### src/logic/sleep_gate_pkg.sv
// package: register map, field positions and types of the sleep clock gate block
package sleep_gate_pkg;
    localparam logic [11:0] SLEEP_ENABLE_OFS = 12'h114; // sleep_unit_clock_enable
    localparam logic [11:0] AUTO_GATE_OFS = 12'h200;    // auto_gate_select control
    localparam logic [11:0] FAULT_STATUS_OFS = 12'h204; // sticky fault events
    localparam logic [11:0] FAULT_MASK_OFS = 12'h208;   // interrupt mask
    localparam logic [11:0] GATE_STATE_OFS = 12'h20c;   // delivered enables
    localparam int SERIAL_A_BIT = 0;
    localparam int SERIAL_B_BIT = 1;
    localparam int SYNC_SERIAL_BIT = 4;
    localparam int TWO_WIRE_BIT = 12;
    localparam int TIMER_A_BIT = 16;
    localparam int TIMER_B_BIT = 17;
    localparam int TIMER_C_BIT = 18;
    localparam int COMP_A_BIT = 24;
    localparam int COMP_B_BIT = 25;
    localparam logic [31:0] WRITABLE_MASK = 32'h0307_1013;
    localparam logic [31:0] ENABLE_RESET = 32'h0000_0000;
    localparam int UNIT_COUNT = 9;
    // power state reported by the system controller
    typedef enum logic [2:0] {
        PWR_RUN = 3'b001,
        PWR_SLEEP = 3'b010,
        PWR_DEEP = 3'b100
    } power_state_t;
    // access request towards the selected gated units, one select bit per unit
    typedef struct packed {
        logic [UNIT_COUNT-1:0] sel;
        logic valid;
    } unit_access_t;
endpackage : sleep_gate_pkg

### src/logic/sleep_gate.sv
// sleep-mode unit clock enable register with gate outputs and fault logic
`timescale 1ns/100ps
module sleep_gate (
    input wire logic pclk,
    input wire logic presetn,
    input wire logic psel,
    input wire logic penable,
    input wire logic pwrite,
    input wire logic [11:0] paddr,
    input wire logic [31:0] pwdata,
    output logic [31:0] prdata,
    output logic pready,
    output logic pslverr,
    input wire sleep_gate_pkg::power_state_t power_state,
    input wire logic [8:0] run_enable,
    input wire logic [8:0] deep_enable,
    input wire sleep_gate_pkg::unit_access_t unit_access,
    output logic [8:0] unit_clock_en,
    output logic bus_fault,
    output logic irq
);
    logic [31:0] enable_q;
    logic auto_gate_q;
    logic [8:0] status_q;
    logic [8:0] mask_q;
    logic [8:0] gate_q;
    logic [8:0] sleep_vec;
    logic [8:0] gate_d;
    logic [8:0] fault_hit;
    logic wr_acc;
    logic rd_acc;
    logic addr_ok;

    // write strobe in the access phase, read strobe in setup; every transfer answers in its first access cycle
    assign wr_acc = psel && penable && pwrite;
    assign rd_acc = psel && !penable && !pwrite;
    assign addr_ok = (paddr == sleep_gate_pkg::SLEEP_ENABLE_OFS)
        || (paddr == sleep_gate_pkg::AUTO_GATE_OFS)
        || (paddr == sleep_gate_pkg::FAULT_STATUS_OFS)
        || (paddr == sleep_gate_pkg::FAULT_MASK_OFS)
        || (paddr == sleep_gate_pkg::GATE_STATE_OFS);

    // compact per-unit view of the sleep enables
    assign sleep_vec = {enable_q[sleep_gate_pkg::COMP_B_BIT],
                        enable_q[sleep_gate_pkg::COMP_A_BIT],
                        enable_q[sleep_gate_pkg::TIMER_C_BIT],
                        enable_q[sleep_gate_pkg::TIMER_B_BIT],
                        enable_q[sleep_gate_pkg::TIMER_A_BIT],
                        enable_q[sleep_gate_pkg::TWO_WIRE_BIT],
                        enable_q[sleep_gate_pkg::SYNC_SERIAL_BIT],
                        enable_q[sleep_gate_pkg::SERIAL_B_BIT],
                        enable_q[sleep_gate_pkg::SERIAL_A_BIT]};

    // enable register; only documented bits are writable
    always_ff @(posedge pclk or negedge presetn) begin
        if (!presetn) begin
            enable_q <= sleep_gate_pkg::ENABLE_RESET;
        end else if (wr_acc && paddr == sleep_gate_pkg::SLEEP_ENABLE_OFS) begin
            enable_q <= pwdata & sleep_gate_pkg::WRITABLE_MASK;
        end
    end

    // automatic gating select
    always_ff @(posedge pclk or negedge presetn) begin
        if (!presetn) begin
            auto_gate_q <= 1'b0;
        end else if (wr_acc && paddr == sleep_gate_pkg::AUTO_GATE_OFS) begin
            auto_gate_q <= pwdata[0];
        end
    end

    // gate selection by power state
    always_comb begin
        case (power_state)
            sleep_gate_pkg::PWR_SLEEP: gate_d = auto_gate_q ? sleep_vec : run_enable;
            sleep_gate_pkg::PWR_DEEP: gate_d = auto_gate_q ? deep_enable : run_enable;
            default: gate_d = run_enable;
        endcase
    end

    // registered clock enables for the units
    always_ff @(posedge pclk or negedge presetn) begin
        if (!presetn) begin
            gate_q <= 9'h000;
        end else begin
            gate_q <= gate_d;
        end
    end
    assign unit_clock_en = gate_q;

    // fault when any selected unit is unclocked
    assign fault_hit = unit_access.valid ? (unit_access.sel & ~gate_q) : 9'h000;
    always_ff @(posedge pclk or negedge presetn) begin
        if (!presetn) begin
            bus_fault <= 1'b0;
        end else begin
            bus_fault <= |fault_hit;
        end
    end

    // sticky status, write one clears, set wins
    always_ff @(posedge pclk or negedge presetn) begin
        if (!presetn) begin
            status_q <= 9'h000;
        end else if (wr_acc && paddr == sleep_gate_pkg::FAULT_STATUS_OFS) begin
            status_q <= (status_q & ~pwdata[8:0]) | fault_hit;
        end else begin
            status_q <= status_q | fault_hit;
        end
    end

    // mask register
    always_ff @(posedge pclk or negedge presetn) begin
        if (!presetn) begin
            mask_q <= 9'h000;
        end else if (wr_acc && paddr == sleep_gate_pkg::FAULT_MASK_OFS) begin
            mask_q <= pwdata[8:0];
        end
    end

    // interrupt level
    always_ff @(posedge pclk or negedge presetn) begin
        if (!presetn) begin
            irq <= 1'b0;
        end else begin
            irq <= |(status_q & mask_q);
        end
    end

    // read data captured in setup so it is valid in the access cycle
    always_ff @(posedge pclk or negedge presetn) begin
        if (!presetn) begin
            prdata <= 32'h0000_0000;
        end else if (rd_acc) begin
            if (paddr == sleep_gate_pkg::SLEEP_ENABLE_OFS) begin
                prdata <= enable_q;
            end else if (paddr == sleep_gate_pkg::AUTO_GATE_OFS) begin
                prdata <= {31'h0, auto_gate_q};
            end else if (paddr == sleep_gate_pkg::FAULT_STATUS_OFS) begin
                prdata <= {23'h0, status_q};
            end else if (paddr == sleep_gate_pkg::FAULT_MASK_OFS) begin
                prdata <= {23'h0, mask_q};
            end else if (paddr == sleep_gate_pkg::GATE_STATE_OFS) begin
                prdata <= {23'h0, gate_q};
            end else begin
                prdata <= 32'h0000_0000;
            end
        end
    end

    // ready and error valid in the first access cycle
    always_ff @(posedge pclk or negedge presetn) begin
        if (!presetn) begin
            pready <= 1'b0;
            pslverr <= 1'b0;
        end else begin
            pready <= psel && !penable;
            pslverr <= psel && !penable && !addr_ok;
        end
    end
endmodule : sleep_gate

### config.mk
export PLATFORM = sky130hd
export DESIGN_NAME = sleep_gate
export DESIGN_NICKNAME = d
export VERILOG_FILES = /design/src/logic/sleep_gate_pkg.sv /design/src/logic/sleep_gate.sv
export SDC_FILE = /design/constraint.sdc
export NUM_CORES = 1
export LEC_CHECK = 0
export ABC_AREA = 1
export BUFFER_PORTS_ARGS = -buffer_cell sky130_fd_sc_hd__buf_2
export CORE_AREA = 2 2 62 107
export CTS_BUF_LIST = sky130_fd_sc_hd__clkbuf_16
export CTS_CLUSTER_SIZE = 14
export DETAILED_ROUTE_END_ITERATION = 7
export DIE_AREA = 0 0 64 109
export GPL_TIMING_DRIVEN = 0
export PLACE_DENSITY = 0.85
export SYNTH_ARGS = -nofsm -noshare
export SYNTH_HDL_FRONTEND = slang
export SYNTH_SLANG_ARGS = --single-unit
export TNS_END_PERCENT = 10
### constraint.sdc
create_clock -name pclk -period 3.3 [get_ports pclk]
set_input_delay 0.165 -clock pclk [delete_from_list [all_inputs] [get_ports pclk]]
set_output_delay 0.165 -clock pclk [all_outputs]
set_load 0.05 [all_outputs]
==> results of run 1 <==
power groups by stage:
| stage | Combinational (W) | Sequential (W) | Clock, W |
|---|---|---|---|
| after floorplan | 0.000117 | 0.000762 | 0 |
| after global placement | 0.000242 | 0.000720 | 0 |
| after detailed placement | 0.000245 | 0.000720 | 0 |
| after CTS | 0.000246 | 0.000707 | 0.000604 |
| after global routing | 0.000267 | 0.000708 | 0.000633 |
| final | 0.000248 | 0.000707 | 0.000601 |
critical path: stages (launching register included):
cell and delay, ns:
dfrtp_1 0.32, buf_2 0.20, clkinv_1 0.27, nand2_1 0.16
a21oi_1 0.07, a211o_1 0.30
layer usage:
| metal | share of wire (%) | track usage (%) |
|---|---|---|
| met1 | 37 | 25.6 |
| met2 | 53 | 46.3 |
| met3 | 4.7 | 3.20 |
| met4 | 4.6 | 12.4 |
| met5 | 0 | 0 |
layout make-up:
class                      instances  area share (%)
buffer                            24            4.53
tap                               80            2.59
timing repair buffer              90            11.8
clock inverter                     3            1.10
sequential                        56            36.2
inverter                          39            3.85
clock buffer                       5            3.23
multi-input combinational        279            36.7
repair_timing:
action | in CTS | in global routing
endpoints found under the setup margin | 0 | 0
hold buffers | 0 | 1
endpoints found under the hold margin | 0 | 56
cell usage after synthesis (2+ instances only):
| library cell | n |
|---|---|
| o21ai_1 | 9 |
| inv_1 | 35 |
| nor2_1 | 14 |
| nand2_2 | 2 |
| a211o_1 | 8 |
| dfrtp_1 | 56 |
| nor2_4 | 4 |
| nand4_1 | 6 |
| o21ai_0 | 7 |
| nand2_1 | 128 |
| buf_2 | 2 |
| a21oi_1 | 17 |
| o21ai_2 | 12 |
| nor2_2 | 3 |
| a221oi_1 | 2 |
| nand3_1 | 29 |
| nand2_4 | 4 |
| nor3_2 | 2 |
| buf_4 | 18 |
| buf_6 | 2 |
| clkinv_1 | 2 |
| o211ai_1 | 6 |
| nand3_4 | 2 |
per-stage QoR:
| stage | cells | power [W] | cell area (sq um) | utilization (%) | setup WS (ns) |
|---|---|---|---|---|---|
| after floorplan | 398 | 0.000879 | 3140 | - | 2.09 |
| after detailed placement | 567 | 0.000965 | 3690 | 60.2 | 1.74 |
| after global placement | 567 | 0.000962 | 3690 | 60.2 | 1.75 |
| final | 576 | 0.00156 | 3870 | 63.1 | 1.86 |
| after global routing | 576 | 0.00161 | 3870 | 63.1 | 1.73 |
| after CTS | 575 | 0.00156 | 3860 | 62.9 | 1.86 |
state kept, by name, summed over array words and instances (netlist names):
register,count
pready,1
prdata,15
pslverr,1
irq,1
status_q,9
bus_fault,1
enable_q,9
mask_q,9
auto_gate_q,1
unit_clock_en,9
how the worst min path moves through the flow:
| stage | slack (ns) | cells after the start | from | to |
|---|---|---|---|---|
| 2_1_floorplan | -0.13 | 0 | presetn | auto_gate_q |
| 3_3_place_gp | 0.35 | 2 | penable | pready |
| 3_5_place_dp | 0.36 | 2 | penable | pready |
| 4_1_cts | 0.05 | 2 | penable | pready |
| 5_1_grt | 0.06 | 2 | penable | pready |
| 6_report | 0.05 | 2 | penable | pready |
logic make-up after synthesis:
logic type	count (synthesis)	synth area share, %
simple gates	196	29.6
buf+inv	63	10.5
other cells	1	0.122
flops	56	45.4
compound gates	66	14.3
==> flow_results.org, run 1 <==
** Worst setup path
- For the worst setup path, the data arrival time is approximately 1.6 ns.
- CP Capture Type :: flip-flop
- Worst EP required :: 3.47 ns
- The critical path starts at auto_gate_q.
- End of the critical path :: unit_clock_en[1]
- The startpoint identified for the worst register-to-register timing path is auto_gate_q.
- Register-to-Register Path Depth :: 5
- Across all register-to-register paths, the minimum setup slack is ~1.9 ns.
- FF-to-FF End :: unit_clock_en[1]
- Critical path startpoint category :: flip-flop
- The critical path is of the flip-flop to flip-flop type.
- Of all nets on the critical path, the largest fanout is 10.

** Logic synthesis
- Fraction of registers with async set or reset after synthesis :: 100%
- Number of distinct library cells after synthesis :: 35
- Netlist Area Pre-Place :: 3080 sq um
- The synthesized design contains 56 register bits.
- Number of enable-type register cells in the synthesized netlist :: 0
- Post-synth top area share :: 45.4%
- The Yosys step of the flow raised 0 warnings.
- Post-Synthesis Cells :: 382
- Sorting the synthesized cells by area gives the leading types as dfrtp_1 45%, nand2_1 16%, nand3_1 4.7%, buf_4 4.4%, inv_1 4.3%.
- Sequential element share of the synthesized area :: 45.4%
- Per-instance average area after synthesis :: 8.07 sq um
- Primary flip-flop cell chosen by synthesis mapping :: dfrtp_1
- The largest total area in the synthesized netlist belongs to dfrtp_1.

** Drt
- Across all layers, the routed design uses 2883 vias.
- In the routed layout, each cell is associated on average with a via count of 5.01.
- After detailed routing, the average wire length per cell comes to 14.1 microns.
- After detailed routing, the number of remaining DRC violations is 0.
- WL final :: 8130 microns
- Antenna viol nets, final :: 0
- The detailed router finished its first iteration with 174 violations.
- The first detailed-routing pass took 4 iterations.

** Global route
- Across every metal layer, demand over resource in global routing totals 24.4%.
- First-pass GRT wire length :: 13100 microns
- Entering global routing, the biggest net connects 57 pins.
- GRT Residual Overflow :: 0
- Vias in the first global route :: 2893
- Antenna violations before repair :: 0

** Power and ir drop
- Of the total power, the clock network draws 38.6%.
- Fraction of power spent switching nets :: 27.4%
- Part of the total power dissipated in combinational logic :: between 15 and 20%
- Maximum vdd drop :: 0.000291 V
- Of the total power, registers draw between 40 and 50%.
- Standby leakage power :: 2.10 nW
- Switching Power :: 0.000427 W
- Internal Power :: 0.00113 W
- Power per cell area :: 402 nW/um^2

** Timing
- Hold violation count in the final report :: 0
- Transition at the pin with the smallest max-transition slack :: 0.697 ns
- The worst pin sits at a relative slew slack of 53.5%.
- Final period util :: 43.6%
- Total negative slack :: 0 ns
- RSZ-0062 raised after global routing :: no
- Total of endpoints with negative setup slack in the final report :: 0
- Clock skew on the completed layout was measured at 0.00469 ns.
- Based on the critical path, the design can be clocked at up to 0.695 GHz.
- Count of pins over their slew limit :: 0
- The clock period could shrink to 1.44 ns.
- Post-Route Hold Slack :: around 0.050 ns

** Layout
- The post-route netlist has slightly above 30% of its cells at a drive strength greater than 1.
- 0 antenna diodes ended up in the layout.
- Area of the multi-input gates :: 1420 sq um
- Most common cell after layout, fill and taps aside :: nand2_1
- The final layout contains ~580 nets.
- Top library cells by usage in the layout, fill and taps aside :: 128 x nand2_1, 90 x buf_2, 56 x dfrtp_1
- Fill cells in the final layout number 543.
- Seq. cell area :: 1400 sq um
- Area growth syn-to-layout :: 25.5%

** Hold path
- The path class of the tightest hold or removal check is primary input to flip-flop.

** CTS
- Skew-Pair Late Insertion Delay :: just under 0.3 ns
- Maximum level of the CTS H-tree :: 2
- TritonCTS built the clock tree.
- In this run the clock root is driven by a clkbuf_16.
- CTS sink count :: 56
- The number of gates resized after CTS was 0.
- Buffers added to address setup during post-CTS repair amount to 0.
- After clock tree synthesis, the clock-pin slew on the worst setup and hold paths is about 0.070 ns.
- Counting along the longest clock path gives a buffer depth of 2.
- Counting the buffers created by CTS gives 5.

** Die
- The floorplan step set the die height to 109 microns.
- For this configuration, the core starts out at a cell density of 50.3%.
- Row Count :: 38
- # IOs :: around 130
- Die width :: around 64 microns
- Area of the core region :: 6130 sq um
- Die area :: 6980 sq um

** Run
- Maxcap violations :: 0

** Placement
- DP HPWL :: 6340 microns
- Routability congestion estimate from global placement :: 0.896
- Number of buffers inserted by port buffering :: between 80 and 90

** Status
- Run status :: completed
Note: power is estimated with default switching activity, not from simulation.
==> run 2, diff against run 1 <==
ABC_AREA = 0   (was 1)
CORE_AREA = 2 2 65 113   (was 2 2 62 107)
DIE_AREA = 0 0 67 115   (was 0 0 64 109)
PLACE_DENSITY = 0.76   (was 0.85)
clock period = 1.2 ns   (was 3.3 ns; I/O delays follow)
==> flow_results.org, run 2 <==
** Timing
- Subtracting the final worst setup slack from the clock period gives between 1 and 1.5 ns.
- Of the available clock period, the critical path in the final layout requires 117%.
- The total setup violations reported at the end of the flow came to 43 (+43).
- The final hold violation count was 0 (unchanged).
- Setup repair after global routing could not meet its margin everywhere.
- The final hold slack came to 0.00703 ns (-0.0431 ns).
- The final-report max-slew violation count was 0 (unchanged).
- Transition at the pin with the smallest max-transition slack :: 0.642 ns (-0.0553 ns)
- Final setup skew :: 0.00478 ns (+0.0000921 ns)
- The relative slew slack is 56.9% (+3.4 points).
- The worst setup slack after layout is -0.202 ns (-2.06 ns).
- The post-route setup TNS came to -4.95 ns (-4.95 ns).
- Based on the critical path, the design can be clocked at up to around 0.71 GHz.

** Logic synthesis
- Per-instance average area after synthesis :: 11.8 sq um (+46%)
- The gate count after technology mapping is 240 (-37%).
- Number of distinct library cells after synthesis :: 44 (+26%)
- Number of enable-type register cells in the synthesized netlist :: 0 (unchanged)
- Count of warnings emitted by yosys :: 0 (unchanged)
- #FFs+latches synth :: 56 (unchanged)
- By instance count, the leading cell after synthesis is dfrtp_1.
- Top cells by area in the synthesized netlist :: dfrtp_1 50%, a22o_1 9.0%, mux2_2 7.6%, buf_4 4.8%, o41ai_2 3.5%
- Post-synth top area share :: 49.7% (+4.3 points)
- Netlist Area Pre-Place :: 2820 sq um (-8.6%)
- Sequential element share of the synthesized area :: 49.7% (+4.3 points)
- Cell type contributing the most total cell area after synthesis :: dfrtp_1
- The async set-reset flop share out of synthesis was 100% (unchanged).
- Ranking of synthesized cells by instance count :: 56 x dfrtp_1, 29 x a22o_1, 19 x mux2_2
- Primary flip-flop cell chosen by synthesis mapping :: dfrtp_1

** Layout
- The summed area of non-filler cells in the final layout is 3990 sq um (+3.1%).
- prdata holds more flip-flops than any other register.
- The post-layout instance count excluding filler cells is 460 (-20%).
- Area of the multi-input gates :: 1450 sq um (+1.9%)
- The filler cell count in the final layout is 576 (+6.1%).
- The number of flip-flops in the largest register was 15 (unchanged).
- Seq. cell area :: 1400 sq um (unchanged)
- The top cell types in the final layout, fill and taps aside, are 85 x buf_2, 56 x dfrtp_1, 29 x a22o_1.
- Leaving out fill and tap cells, the most frequent cell in the layout is buf_2.
- Share of final-layout standard cells stronger than drive strength 1 :: 47.1% (+17 points)
- The final net count is 455 (-21%).
- The area growth from synthesis to layout is 41.5%.
- The antenna diode count came to 0 (unchanged).

** Drt
- Count of vias placed by the detailed router :: 2510 (-13%)
- The routed wire length came to 8300 microns (+2.1%).
- Starting DRT DRC Count :: 137 (-21%)
- The number of detailed-route iterations in the first pass was 4 (unchanged).
- Residual DRC count :: 0 (unchanged)
- The ratio of routed vias to standard cells is 5.46 (+9.0%).
- The number of routed nets with antenna violations is 0 (unchanged).
- The average wire per standard cell was 18.0 microns (+28%).

** Status
- The checks that failed: negative setup slack.
- Run status :: complete, but fails checks

** Global route
- The total congestion overflow after global routing came to 0 (unchanged).
- Overall Global Routing Usage :: 21.9% (-2.4 points)
- The via count of the first global-routing pass is 2608 (-9.9%).
- The pin count of the biggest net entering global routing was 57 (unchanged).
- The number of antenna violations at the first check in global routing was 0 (unchanged).
- The wire length of the first global-routing pass was 12700 microns (-2.6%).

** Worst setup path
- The required arrival time at the worst endpoint is 1.38 ns (-2.09 ns).
- Setup slack of the worst register-to-register path :: -0.15 ns (-2.01 ns)
- The depth of the most critical reg-to-reg path is 3 (-2).
- Crit Path Category :: primary input to flip-flop
- The startpoint identified for the worst register-to-register timing path is status_q[0].
- Critical path startpoint category :: primary input
- CP Capture Type :: flip-flop
- The worst-path maximum fanout was 6 (-4).
- The endpoint identified for the worst register-to-register timing path is prdata[0].
- The arrival time reported for the critical path endpoint was 1.59 ns (-0.02 ns).

** Hold path
- The worst hold path begins at run_enable[4].
- Worst Hold Path EP :: unit_clock_en[4]
- Path category of the worst min-delay check :: primary input to flip-flop
- The number of instances on the worst hold path was 2 (unchanged).

** CTS
- The clock transition at the registers of the reported paths was 0.07 ns (about the same).
- Clock tree synthesis selected as its root buffer the cell clkbuf_16.
- The maximum number of buffers from clock root to sink came to 2 (unchanged).
- Maximum level of the CTS H-tree :: 2 (unchanged)
- Skew-Pair Late Insertion Delay :: 0.29 ns (about the same)
- CTS tree :: yes
- CTS sink count :: 56 (unchanged)
- Number of buffers created by CTS :: 5 (unchanged)

** Power and ir drop
- Power per cell area :: 1010 nW/um^2 (+150%)
- The static leakage power came to 1.99 nW (-5.4%).
- Maximum vdd drop :: 0.000943 V (+220%)

** Die
- The starting density of the core came to 41.4% (-8.9 points).
- The horizontal extent of the die is 67 microns (+4.7%).
- The total number of placement rows came to 40 (+5.3%).
- The number of primary I/O pins is 125 (unchanged).
- The y dimension of the die is 115 microns (+5.5%).
- The placeable core region was 6810 sq um (+11%).
- The area enclosed by the die boundary came to 7710 sq um (+10%).

** Placement
- Post-placement cell area :: 3430 sq um (-6.9%)
- DP HPWL :: 5730 microns (-9.6%)
- The count of buffers from port buffering is 89 (unchanged).
- The cell count after placement came to 429 (-24%).
- Routability congestion estimate from global placement :: 0.905 (+1.1%)

** Run
- The number of maximum-capacitance violations came to 0 (unchanged).
run 2: cell count changes in the layout (fill, tap and decap cells not counted), sizes merged, moves of 8 or more:
cell / before / now
inv: 39 / 8
a211o: 8 / 0
a22o: 1 / 29
nand2: 134 / 16
a21oi: 17 / 7
mux2: 0 / 19
dlygate4sd3: 1 / 14
nand3: 31 / 1
o21ai: 28 / 4
run 2: cell families (layout without fill, tap and decap cells):
logic type	after synthesis	in the layout	share of synthesized area, %
compound gates	65	65	20.4
buf+inv	32	151	6.70
flops	56	56	49.7
mux	20	20	8.39
other cells	1	17	0.133
simple gates	66	67	14.7
run 2: repair_timing:
| item | CTS | global route |
|---|---|---|
| hold buffers | 13 | 1 |
| resized for setup | 35 | 22 |
| pin swaps | 16 | 9 |
| setup buffers | 5 | 1 |
| endpoints found under the setup margin | 53 | 43 |
| gates cloned | 2 | 1 |
| endpoints found under the hold margin | 13 | 22 |
run 2: worst max path at each step:
stage               startpoint  cells past startpoint     endpoint  slack, ns
finish                paddr[3]                      6  status_q[8]      -0.20
global route          paddr[6]                      7  status_q[7]      -0.23
CTS                  paddr[10]                      7  status_q[0]      -0.15
detailed placement    paddr[7]                      5  status_q[3]      -0.67
global placement      paddr[7]                      5  status_q[6]      -0.64
floorplan             paddr[7]                      5  enable_q[0]      -0.34
run 2: report_power, final:
group          internal [W]  switching (W)
logic              0.000250       0.000426
clock network      0.000760       0.000647
registers           0.00191      0.0000188
run 2: critical path, cell delays in order:
cell     delay (ns)
buf_4          0.14
or4bb_4        0.53
nor4_4         0.38
buf_4          0.23
nand2_1        0.07
a22o_1         0.17
run 2: final cells by class:
| type | count | area share (%) |
|---|---|---|
| buffer | 24 | 4.36 |
| clock buffer | 5 | 3.14 |
| clock inverter | 3 | 0.376 |
| inverter | 7 | 0.659 |
| multi-input combinational | 169 | 36.2 |
| sequential | 56 | 35.1 |
| tap | 84 | 2.63 |
| timing repair buffer | 112 | 17.5 |
run 2: stage by stage:
step / worst slack (ns) / power, W / utilization (%)
floorplan: -0.343 / 0.00232 / -
global placement: -0.637 / 0.00254 / 50.5
detailed placement: -0.667 / 0.00254 / 50.5
CTS: -0.152 / 0.00400 / 57.2
global route: -0.227 / 0.00414 / 58.6
finish: -0.202 / 0.00401 / 58.6
run 2: per-layer routing:
metal	vias up	global-route usage, %	wire [microns]
met4	0	11.2	289
li1	1143	-	-
met2	131	38.7	4530
met3	21	4.50	523
met1	1215	24.1	2960
met5	-	0	0
==> run 3, diff against run 2 <==
CTS_BUF_LIST = unset   (was sky130_fd_sc_hd__clkbuf_16)
HOLD_SLACK_MARGIN = 0.05   (was unset)
==> flow_results.org, run 3 (synthesized netlist as in run 2, its figures left out) <==
** Worst setup path
- The required arrival time at the worst endpoint was 1.39 ns (about the same).
- Traced cell by cell, the critical path runs through buf_6, or4_4, buf_6, nor4_4, buf_4, nand2_1, a22o_1.
- The slack of the worst reg-to-reg path is -0.15 ns (about the same).
- Counting stages on the worst path, the most repeated cell is buf_6.
- Maximum cell stage delay along the critical path :: 0.55 ns (+0.02 ns)
- For this design, the slowest cell found on the critical path is or4_4.
- Buf/Inv on CP :: 3 (+1)
- The count of cell instances traversed by the critical path came to 7 (+1).
- Crit-path leading delay family :: simple AND/OR/NAND/NOR gates
- Worst endpoint data arrival time :: 1.57 ns (-0.02 ns)
- The depth of the most critical reg-to-reg path came to 3 (unchanged).
- The worst-path maximum fanout came to 4 (-2).
- STA classifies the critical path endpoint as a flip-flop.
- Critical path startpoint category :: primary input
- The critical path is of the primary input to flip-flop type.

** Die
- Die area :: 7710 sq um (unchanged)
- The total number of placement rows was 40 (unchanged).
- Height of the die :: 115 microns (unchanged)
- Initial Utilization :: 41.4% (unchanged)
- Area of the core region :: 6810 sq um (unchanged)
- Die width :: 67 microns (unchanged)
- The number of primary I/O pins was 125 (unchanged).

** Timing
- Setup repair after global routing could not meet its margin everywhere.
- Hold violation count in the final report :: 0 (unchanged)
- The maximum clock rate came to 0.724 GHz (+1.4%).
- Transition at the pin with the smallest max-transition slack :: 0.635 ns (-0.00635 ns)
- The post-route setup TNS is -3.72 ns (+1.23 ns).
- Count of pins over their slew limit :: 0 (unchanged)
- Final period util :: 115% (-1.6 points)
- Relative max-transition margin :: 57.4% (+0.43 points)
- The final period demand of the worst path is 1.38 ns (-0.0196 ns).
- The worst setup slack after layout was -0.182 ns (+0.0196 ns).
- The final setup skew was 0.00652 ns (+0.00174 ns).
- Total of endpoints with negative setup slack in the final report :: 36 (-16%)

** Layout
- The final net count came to 471 (+3.5%).
- The library cell used most frequently in the layout, excluding fill and tap cells, is buf_2.
- Register with the most flip-flops :: prdata
- The share of layout cells above drive strength 1 was 44.9% (-2.2 points).
- The antenna diode count was 0 (unchanged).
- The summed area of non-filler cells in the final layout came to 4170 sq um (+4.6%).
- Leaving out fill and tap cells, the most frequent cells in the layout are 84 x buf_2, 56 x dfrtp_1, 29 x a22o_1.
- The number of flip-flops in the largest register was 15 (unchanged).
- Count of filler cells inserted in the layout :: 565 (-1.9%)
- The area growth from synthesis to layout is 48.0%.

** Power and ir drop
- Switching Power :: 0.00112 W (+2.2%)
- The share of power burned in the clock network came to 36.1% (+1.0 points).
- Standby leakage power :: 2.08 nW (+4.5%)
- The sequential power share was 46.5% (-1.6 points).
- The combinational share of power came to 17.4% (+0.5 points).
- The worst supply voltage drop on vdd is 0.000912 V (-3.3%).
- The proportion of total power due to net switching came to 26.9% (-0.31 points).
- The internal power is 0.00303 W (+3.8%).
- The power per cell area came to 993 nW/um^2 (-1.2%).

** Drt
- Post-Route M1 WL :: 3030 microns (+2.3%)
- Met2 wirelength from detailed routing :: 4780 microns (+5.6%)
- The number of detailed-route iterations in the first pass is 4 (unchanged).
- Detail Route met3 WL :: 538 microns (+2.9%)
- The number of routed nets with antenna violations was 0 (unchanged).
- The ratio of routed vias to standard cells was 5.42 (-0.59%).
- WL final :: 8590 microns (+3.5%)
- Residual DRC count :: 0 (unchanged)
- Count of vias placed by the detailed router :: 2582 (+2.9%)
- The DRC violation total after the first TritonRoute iteration came to 139 (+1.5%).
- Post-DR wirelength/cell :: 18.1 microns (about the same)
- Top layer used by detailed routing :: met4

** CTS
- CTS clock-pin slew for the worst setup and hold paths :: 0.07 ns (about the same)
- The maximum number of buffers from clock root to sink was 2 (unchanged).
- CTS tree :: yes
- Maximum level of the CTS H-tree :: 2 (unchanged)
- The clock sink count came to 56 (unchanged).
- Skew-Pair Late Insertion Delay :: 0.30 ns (about the same)
- Root buffer cell :: clkbuf_16
- The total clock buffers created by CTS was 5 (unchanged).

** Hold path
- The number of instances on the worst hold path was 2 (unchanged).
- Path category of the worst min-delay check :: primary input to flip-flop

** Run
- The number of maximum-capacitance violations is 0 (unchanged).

** Global route
- GRT Residual Overflow :: 0 (unchanged)
- Vias in the first global route :: 2685 (+3.0%)
- Antenna violations before repair :: 0 (unchanged)
- First-pass GRT wire length :: 13200 microns (+3.6%)
- Overall Global Routing Usage :: 22.7% (+0.78 points)
- The pin count of the biggest net entering global routing came to 57 (unchanged).

** Placement
- The final weighted congestion in routability-driven placement is 0.905 (unchanged).
- The cell area after placement was 3430 sq um (unchanged).
- Number of buffers inserted by port buffering :: 89 (unchanged)
- The pre-CTS worst setup slack is -0.667 ns (unchanged).
- The HPWL after detailed placement was 5730 microns (unchanged).

** Status
- Run status :: complete, but fails checks
- Violations in the final reports :: negative setup slack
-- run 3: final cells by class --
type,instances,area [sq um],area share [%]
clock inverters,1,7.51,0.180
clock buffers,7,143,3.42
repair buffers,128,872,20.9
plain buffers,25,189,4.53
well taps,84,105,2.52
multi-input cells,168,1430,34.3
flip-flops and latches,56,1400,33.6
inverters,7,26.3,0.629
-- run 3: per-layer routing --
layer	GRT usage, %	up-vias
li1	-	1173
met1	25.0	1269
met2	40.9	122
met3	4.31	18
met4	10.5	0
met5	0	-
-- run 3: final timing paths --
kind | start | to
setup / recovery | paddr[10] | status_q[8]
hold / removal | unit_access[1] | status_q[0]
setup reg to reg | status_q[0] | prdata[0]
hold reg to reg | prdata[7] | prdata[7]
max in group asynchronous | presetn | auto_gate_q
min in group asynchronous | presetn | mask_q[6]
-- run 3: timing repair --
action / in CTS / in global routing
setup buffers: 6 / 0
hold endpoints to repair: 29 / 22
setup endpoints to repair: 53 / 44
gates resized for setup: 32 / 29
pin swaps: 18 / 10
hold buffers: 28 / 1
gates cloned: 2 / 1
-- run 3: through the flow --
stage	total power, W	hold slack, ns	util [%]	cells
finish	0.00415	0.0546	61.3	476
CTS	0.00411	0.0536	59.7	473
global placement	0.00254	0.257	50.5	429
global route	0.00427	0.0683	61.3	476
floorplan	0.00232	-0.236	-	256
detailed placement	0.00254	0.268	50.5	429
-- run 3: power groups by stage --
stage / Combinational [W] / Sequential (W) / Clock (W)
after floorplan: 0.000280 / 0.00204 / 0
after CTS: 0.000686 / 0.00193 / 0.00150
after global routing: 0.000769 / 0.00193 / 0.00157
after detailed placement: 0.000579 / 0.00196 / 0
after global placement: 0.000570 / 0.00196 / 0
final: 0.000722 / 0.00193 / 0.00150
